File: src/design/ssp_pkg.sv
// Shared constants and types for the serial peripheral slave port
package ssp_pkg;

    // ==================================================
    // Control and format field positions
    localparam int unsigned MASTER_SEL_BIT  = 0;   // Global control register bit
    localparam int unsigned FMT_PHASE_BIT   = 16;  // Frame format clock phase
    localparam int unsigned FMT_POL_BIT     = 17;  // Frame format clock polarity
    localparam int unsigned FMT_DIV_LSB     = 8;   // Clock divider field low bit
    localparam int unsigned FMT_DIV_MSB     = 15;  // Clock divider field high bit
    localparam int unsigned FMT_WIDTH       = 18;

    // ==================================================
    // Word and timing figures
    localparam int unsigned WORD_BITS       = 16;
    localparam int unsigned CLK_PERIOD_PS   = 8000;   // 125 MHz reference clock
    localparam int unsigned MIN_SCLK_PS     = 25000;  // Least serial clock period, 25 ns
    localparam int unsigned MIN_SCLK_CYC    = (MIN_SCLK_PS + CLK_PERIOD_PS - 1) / CLK_PERIOD_PS;
    localparam logic [7:0]  DIV_RESET       = 8'h00;

    // ==================================================
    // Types
    typedef logic [WORD_BITS-1:0] ssp_word_t;
    typedef logic [4:0]           ssp_cnt_t;
    typedef logic [8:0]           ssp_per_t;

    typedef enum logic [2:0]
    {
        SSP_IDLE  = 3'b001,
        SSP_SHIFT = 3'b010,
        SSP_OFF   = 3'b100
    } ssp_state_t;

endpackage // ssp_pkg

File: src/design/ssp_edge_detect.sv
// Serial clock edge detector giving both rising and falling edges
module ssp_edge_detect
(
    input  wire logic ref_clk,
    input  wire logic resetn,
    input  wire logic sclk,
    output logic      rise,
    output logic      fall
);
    import ssp_pkg::*;

    logic sclk_q;
    logic sclk_d;
    logic seen_q;
    logic seen_d;

    // ==================================================
    // Previous level of the serial clock
    always_comb
    begin
        sclk_d = sclk;
        seen_d = 1'b1;
    end

    always_ff @(posedge ref_clk or negedge resetn)
    begin
        if (!resetn)
        begin
            sclk_q <= 1'b0;
            seen_q <= 1'b0;
        end
        else
        begin
            sclk_q <= sclk_d;
            seen_q <= seen_d;
        end
    end

    // Edges flagged at once from the live pin against the registered level, inputs taken as synchronous
    // Masked until one real level is held: the reset level may not match the pin
    assign rise = seen_q & sclk & ~sclk_q;
    assign fall = seen_q & ~sclk & sclk_q;

endmodule // ssp_edge_detect

File: src/design/ssp_slave_port.sv
// Serial peripheral port in slave mode, sixteen-bit framed words
module ssp_slave_port
(
    input  wire logic                        ref_clk,
    input  wire logic                        resetn,
    input  wire logic [31:0]                 global_control_register,
    input  wire logic [ssp_pkg::FMT_WIDTH-1:0] frame_format_register,
    input  wire logic                        chip_select_n,
    input  wire logic                        serial_shift_clock,
    input  wire logic                        peripheral_data_in,
    output logic                             peripheral_data_out,
    output logic                             data_out_oe_n,
    input  wire ssp_pkg::ssp_word_t          tx_word,
    output logic                             tx_load,
    output ssp_pkg::ssp_word_t               rx_word,
    output logic                             rx_valid,
    output logic                             rate_error
);
    import ssp_pkg::*;

    // ==================================================
    // Mode decode
    logic slave_en;
    logic pha;
    logic pol;
    logic mode_same;
    logic launch_edge;
    logic sample_edge;
    logic sclk_rise;
    logic sclk_fall;
    logic [7:0] div_fld;
    ssp_per_t   min_per;

    assign slave_en  = ~global_control_register[MASTER_SEL_BIT];
    assign pha       = frame_format_register[FMT_PHASE_BIT];
    assign pol       = frame_format_register[FMT_POL_BIT];
    assign div_fld   = frame_format_register[FMT_DIV_MSB:FMT_DIV_LSB];
    assign mode_same = (pol == pha);
    // Launch and sample on opposite edges
    assign launch_edge = mode_same ? sclk_rise : sclk_fall;
    assign sample_edge = mode_same ? sclk_fall : sclk_rise;

    // Least legal period in reference cycles, also never below 25 ns
    always_comb
    begin
        if (div_fld == 8'h00)
        begin
            min_per = 9'h002;
        end
        else
        begin
            min_per = {1'b0, div_fld} + 9'h001;
        end
        if (min_per < 9'(MIN_SCLK_CYC))
        begin
            min_per = 9'(MIN_SCLK_CYC);
        end
    end

    ssp_edge_detect u_edge
    (
        .ref_clk (ref_clk),
        .resetn  (resetn),
        .sclk    (serial_shift_clock),
        .rise    (sclk_rise),
        .fall    (sclk_fall)
    );

    // ==================================================
    // Frame state
    ssp_state_t state_q, state_d;
    ssp_word_t  rx_sh_q, rx_sh_d;
    ssp_word_t  tx_sh_q, tx_sh_d;
    ssp_cnt_t   bits_q, bits_d;
    ssp_per_t   per_q, per_d;
    ssp_word_t  rx_word_d;
    logic       rx_valid_d;
    logic       tx_load_d;
    logic       dout_q, dout_d;
    logic       oe_n_q, oe_n_d;
    logic       rate_err_q, rate_err_d;
    logic       first_q, first_d;

    // Next-state logic; the period counter measures between sample edges
    always_comb
    begin
        state_d    = state_q;
        rx_sh_d    = rx_sh_q;
        tx_sh_d    = tx_sh_q;
        bits_d     = bits_q;
        per_d      = (per_q == 9'h1ff) ? per_q : per_q + 9'h001;
        rx_word_d  = rx_word;
        rx_valid_d = 1'b0;
        tx_load_d  = 1'b0;
        dout_d     = dout_q;
        oe_n_d     = oe_n_q;
        rate_err_d = rate_err_q;
        first_d    = first_q;
        case (state_q)
            SSP_OFF:
            begin
                oe_n_d = 1'b1;
                if (slave_en)
                begin
                    state_d = SSP_IDLE;
                end
            end
            SSP_IDLE:
            begin
                oe_n_d = 1'b1;
                if (!slave_en)
                begin
                    state_d = SSP_OFF;
                end
                else if (!chip_select_n)
                begin
                    // Phase 0 puts the first bit out before any clock edge
                    state_d    = SSP_SHIFT;
                    bits_d     = 5'h00;
                    oe_n_d     = 1'b0;
                    dout_d     = tx_sh_q[WORD_BITS-1];
                    tx_sh_d    = pha ? tx_sh_q : {tx_sh_q[WORD_BITS-2:0], 1'b0};
                    first_d    = 1'b1;
                    rate_err_d = 1'b0;
                end
            end
            SSP_SHIFT:
            begin
                if (chip_select_n)
                begin
                    // Word handed over at deselect; a short frame is dropped
                    state_d   = SSP_IDLE;
                    oe_n_d    = 1'b1;
                    tx_sh_d   = tx_word;
                    tx_load_d = 1'b1;
                    if (bits_q == 5'(WORD_BITS))
                    begin
                        rx_word_d  = rx_sh_q;
                        rx_valid_d = 1'b1;
                    end
                end
                else
                begin
                    if (sample_edge && bits_q < 5'(WORD_BITS))
                    begin
                        rx_sh_d = {rx_sh_q[WORD_BITS-2:0], peripheral_data_in};
                        bits_d  = bits_q + 5'h01;
                        per_d   = 9'h001;
                        if (!first_q && per_q < min_per)
                        begin
                            rate_err_d = 1'b1;
                        end
                        first_d = 1'b0;
                    end
                    // Phase 1 launches on the first edge; phase 0 already did
                    if (launch_edge && (pha || !first_q || bits_q != 5'h00))
                    begin
                        dout_d  = tx_sh_q[WORD_BITS-1];
                        tx_sh_d = {tx_sh_q[WORD_BITS-2:0], 1'b0};
                    end
                    // Master select mid-frame abandons the frame and frees the line
                    if (!slave_en)
                    begin
                        state_d = SSP_OFF;
                        oe_n_d  = 1'b1;
                    end
                end
            end
            default:
            begin
                state_d = SSP_OFF;
            end
        endcase
    end

    // State registers
    always_ff @(posedge ref_clk or negedge resetn)
    begin
        if (!resetn)
        begin
            state_q     <= SSP_OFF;
            rx_sh_q     <= '0;
            tx_sh_q     <= '0;
            bits_q      <= '0;
            per_q       <= '0;
            rx_word     <= '0;
            rx_valid    <= 1'b0;
            tx_load     <= 1'b0;
            dout_q      <= 1'b0;
            oe_n_q      <= 1'b1;
            rate_err_q  <= 1'b0;
            first_q     <= 1'b0;
        end
        else
        begin
            state_q     <= state_d;
            rx_sh_q     <= rx_sh_d;
            tx_sh_q     <= tx_sh_d;
            bits_q      <= bits_d;
            per_q       <= per_d;
            rx_word     <= rx_word_d;
            rx_valid    <= rx_valid_d;
            tx_load     <= tx_load_d;
            dout_q      <= dout_d;
            oe_n_q      <= oe_n_d;
            rate_err_q  <= rate_err_d;
            first_q     <= first_d;
        end
    end

    assign peripheral_data_out = dout_q;
    assign data_out_oe_n       = oe_n_q;
    assign rate_error          = rate_err_q;
endmodule // ssp_slave_port

File: config.mk
export PLATFORM = sky130hd
export DESIGN_NAME = ssp_slave_port
export DESIGN_NICKNAME = d
export VERILOG_FILES = /design/src/design/ssp_pkg.sv /design/src/design/ssp_edge_detect.sv /design/src/design/ssp_slave_port.sv
export SDC_FILE = /design/constraint.sdc
export NUM_CORES = 1
export LEC_CHECK = 0
export BUFFER_PORTS_ARGS = -buffer_cell sky130_fd_sc_hd__buf_2
export CAP_MARGIN = 40
export CORE_MARGIN = 3
export CORE_UTILIZATION = 50
export CTS_CLUSTER_DIAMETER = 120
export CTS_CLUSTER_SIZE = 12
export DETAILED_ROUTE_END_ITERATION = 8
export GPL_TIMING_DRIVEN = 0
export PLACE_DENSITY = 0.86
export SYNTH_ARGS = -nofsm -noshare
export SYNTH_HDL_FRONTEND = slang
export SYNTH_SLANG_ARGS = --single-unit
File: constraint.sdc
create_clock -name ref_clk -period 5.18 [get_ports ref_clk]
set_input_delay 1.036 -clock ref_clk [delete_from_list [all_inputs] [get_ports ref_clk]]
set_output_delay 1.036 -clock ref_clk [all_outputs]
set_load 0.05 [all_outputs]
==> results.sh <==
export IMPL_status="complete, no violations"
export IMPL_nets=447
export IMPL_dieArea_um2=8450
export IMPL_chipHeight_um=91.9
export IMPL_yosysUniqueCellTypes=49
export IMPL_cp_start_kind="input port"
export IMPL_cts_setup_buffers=0
export IMPL_post_cts_resized=0
export IMPL_hold_class="reg2reg"
export IMPL_core_um2=6980
export IMPL_fmax_ghz=0.349
export IMPL_num_vias=2503
export IMPL_synth_compound_area_share_pct=6.27
export IMPL_drt_wirelength_per_cell_um=14.7
export IMPL_syn_area_um2=3690
export IMPL_dp_slack_ns=1.93
export IMPL_placementRows=30
export IMPL_maxCapViolations=0
export IMPL_worstHoldPathCells=1
export IMPL_synth_simple_gate_area_share_pct=12.1
export IMPL_grt_util_all_layers_pct=17.4
export IMPL_grt_max_degree=50
export IMPL_finClkSkew_ns=0.0115
export IMPL_syn_nets=383
export IMPL_syn_avg_cell_area_um2=12.3
export IMPL_peakVddDrop_mv=0.184
export IMPL_synth_xor_area_share_pct=3.29
export IMPL_worst_r2r_endpoint="tx_sh_q[11]$_DFFE_PN0P_"
export IMPL_synth_cells=299
export IMPL_layout_drive_gt1_share_pct=40.9
export IMPL_ys_flop_type="dfrtp_1"
export IMPL_ant_nets=0
export IMPL_root_buffer="clkbuf_8"
export IMPL_reg2reg_depth=7
export IMPL_vias_per_cell=5.41
export IMPL_fin_ws_ns=2.32
export IMPL_fillers=574
export IMPL_utilization_pct=62.3
export IMPL_setup_viol=0
export IMPL_clk_latency_ns=0.34
export IMPL_critical_path_arrival_ns=3.11
export IMPL_fin_crit_ns=2.86
export IMPL_cts_made_buffers=9
export IMPL_area_growth_pct=17.9
export IMPL_whs_ns=0.501
export IMPL_h_tree_depth=3
export IMPL_hold_start="rx_word[3]$_DFFE_PN0P_"
export IMPL_ys_warnings_count=0
export IMPL_clkTransAtPathRegs_ns=0.08
export IMPL_first_iter_violations=71
export IMPL_ys_seq_area_share_pct=49.6
export IMPL_cp_end_kind="register"
export IMPL_synthAdderAreaFrac_pct=4.41
export IMPL_cts_hold_buffers_added=0
export IMPL_drt_wl_total_mm=6.81
export IMPL_startpoint="frame_format_register[12]"
export IMPL_leakagePower_nw=2.19
export IMPL_drc=0
export IMPL_timing_final_crit_share_pct=55.3
export IMPL_cts_sinks=73
export IMPL_die_w_um=91.9
export IMPL_ys_ff_latch=73
export IMPL_grt_overflow_total=0
export IMPL_drt_pre_antenna_iters=4
export IMPL_place_inst=448
export IMPL_clk_path_buf_depth=2
export IMPL_fin_cells=463
export IMPL_reg2reg_slack_ns=2.90
export IMPL_max_slew_worst_pin_slew_ns=0.771
export IMPL_dpl_hpwl_mm=5.02
export IMPL_hold_viol_final=0
export IMPL_async_reset_ff_share_pct=100
export IMPL_grt_first_pass_wirelength_mm=12.0
export IMPL_crit_type="in2reg"
export IMPL_maxSlewHeadroom_pct=48.2
export IMPL_crit_fanout=4
export IMPL_pin_count=92
export IMPL_setup_tns_ns=0
export IMPL_rsz0062_at_grt="no"
export IMPL_required_ns=5.43
export IMPL_p_per_area_nw_per_um2=396
export IMPL_synth_top_family_by_area="multiplexers"
export IMPL_numPortBuffers=52
export IMPL_r2r_start="bits_q[0]$_DFFE_PN0P_"
export IMPL_antennaDiodeCount=0
export IMPL_initial_core_util_pct=52.9
export IMPL_synth_edf_count=0
export IMPL_slew_viol_final=0
export IMPL_hold_end="rx_word[3]$_DFFE_PN0P_"
export IMPL_antenna_found_initial=0
export IMPL_muxShareOfSynthArea_pct=21.7
export IMPL_tritoncts="yes"
export IMPL_gp_congestion=0.834
export IMPL_first_global_vias=2698
==> registers in the layout, indices dropped and copies added, names as in the netlist <==
register / flops
bits_q: 5
data_out_oe_n: 1
first_q: 1
per_q: 9
peripheral_data_out: 1
rate_error: 1
rx_sh_q: 16
rx_valid: 1
rx_word: 16
state_q: 3
tx_load: 1
tx_sh_q: 16
u_edge.sclk_q: 1
u_edge.seen_q: 1
==> power breakdown <==
part	internal [mW]	total (mW)	switching (mW)
Clock	0.345	0.547	0.202
Sequential	0.673	0.770	0.0974
Combinational	0.206	0.405	0.199
Total	1.22	1.72	0.498
==> logic make-up (layout without fill, tap and decap cells) <==
| group | Yosys count | in the layout |
|---|---|---|
| xor gates and xnor gates | 13 | 13 |
| muxes | 69 | 69 |
| DFF | 73 | 73 |
| and+or+nand+nor | 80 | 80 |
| buffers and inverters | 19 | 87 |
| other | 1 | 1 |
| adders and majority gates | 13 | 13 |
| AOI/OAI and AO/OA | 31 | 31 |
==> cells in the final DEF (no fill, tap or decap), types with 5 or more instances in the layout <==
master,Yosys,routed
inv_1,10,10
buf_2,2,53
xnor2_1,6,6
o21ai_0,5,5
dfrtp_1,71,71
ha_1,13,13
mux2_4,9,9
mux2_2,52,52
nor3_1,6,6
nor2_1,24,24
nand2b_1,5,5
xor2_1,6,6
a21oi_1,5,5
nand2_1,15,15
clkbuf_8,0,11
mux2i_1,7,7
nand4_1,7,7
==> area by class of cell <==
class | instances | area, µm² | share of cell area (%)
inverter | 10 | 37.5 | 0.863
clock buffer | 11 | 151 | 3.48
sequential | 73 | 1830 | 42.0
timing repair buffer | 53 | 290 | 6.67
tap | 96 | 120 | 2.76
multi-input combinational | 207 | 1770 | 40.7
clock inverter | 4 | 98.8 | 2.27
buffer | 9 | 55.1 | 1.27
==> cell usage after synthesis, drive strengths merged, types with 2 or more instances <==
master / number / area share, %
a211oi: 5 / 1.4
a21o: 2 / 0.41
a21oi: 5 / 0.68
a311oi: 2 / 0.64
a31oi: 4 / 0.68
and3: 2 / 0.34
buf: 6 / 1.2
clkbuf: 3 / 0.31
dfrtp: 71 / 48
dfstp: 2 / 1.4
ha: 13 / 4.4
inv: 10 / 1.0
mux2: 62 / 20
mux2i: 7 / 1.9
nand2: 15 / 1.5
nand2b: 5 / 0.85
nand3: 5 / 1.0
nand4: 7 / 1.2
nor2: 24 / 2.4
nor2b: 3 / 0.51
nor3: 8 / 1.5
nor4: 2 / 0.34
o21ai: 5 / 0.68
or2: 4 / 0.68
or4: 2 / 0.41
xnor2: 7 / 1.9
xor2: 6 / 1.4
==> through the flow <==
stage               power (mW)  cell area (µm²)
finish                    1.72             4350
global route              1.83             4350
CTS                       1.74             4350
detailed placement        1.19             4100
global placement          1.15             4070
floorplan                 1.07             3690
==> how the worst max path moves through the flow <==
stage | to | slack (ns) | depth (start not counted)
final | rate_error$_DFFE_PN0P_ | 2.32 | 12
after global routing | rate_error$_DFFE_PN0P_ | 2.07 | 12
after CTS | rate_error$_DFFE_PN0P_ | 2.32 | 12
after detailed placement | rate_error$_DFFE_PN0P_ | 1.93 | 12
after global placement | rate_error$_DFFE_PN0P_ | 2.01 | 12
after floorplan | rate_error$_DFFE_PN0P_ | 2.31 | 11
==> metal layers <==
metal  global-route usage (%)  wire [µm]
met5                        0          0
met4                     5.20         40
met3                     5.25        317
met2                     29.3       3490
met1                     21.7       2960
==> critical path: stages <==
cell,delay (ns)
buf_2,0.12
or2_2,0.31
or4_1,0.53
nand2_1,0.09
mux2i_1,0.06
nor2_1,0.12
ha_1,0.26
a21oi_1,0.13
o21ai_0,0.11
nand2b_1,0.09
a31oi_1,0.07
a211oi_1,0.18
No activity file was read; power rests on OpenSTA's default activity.
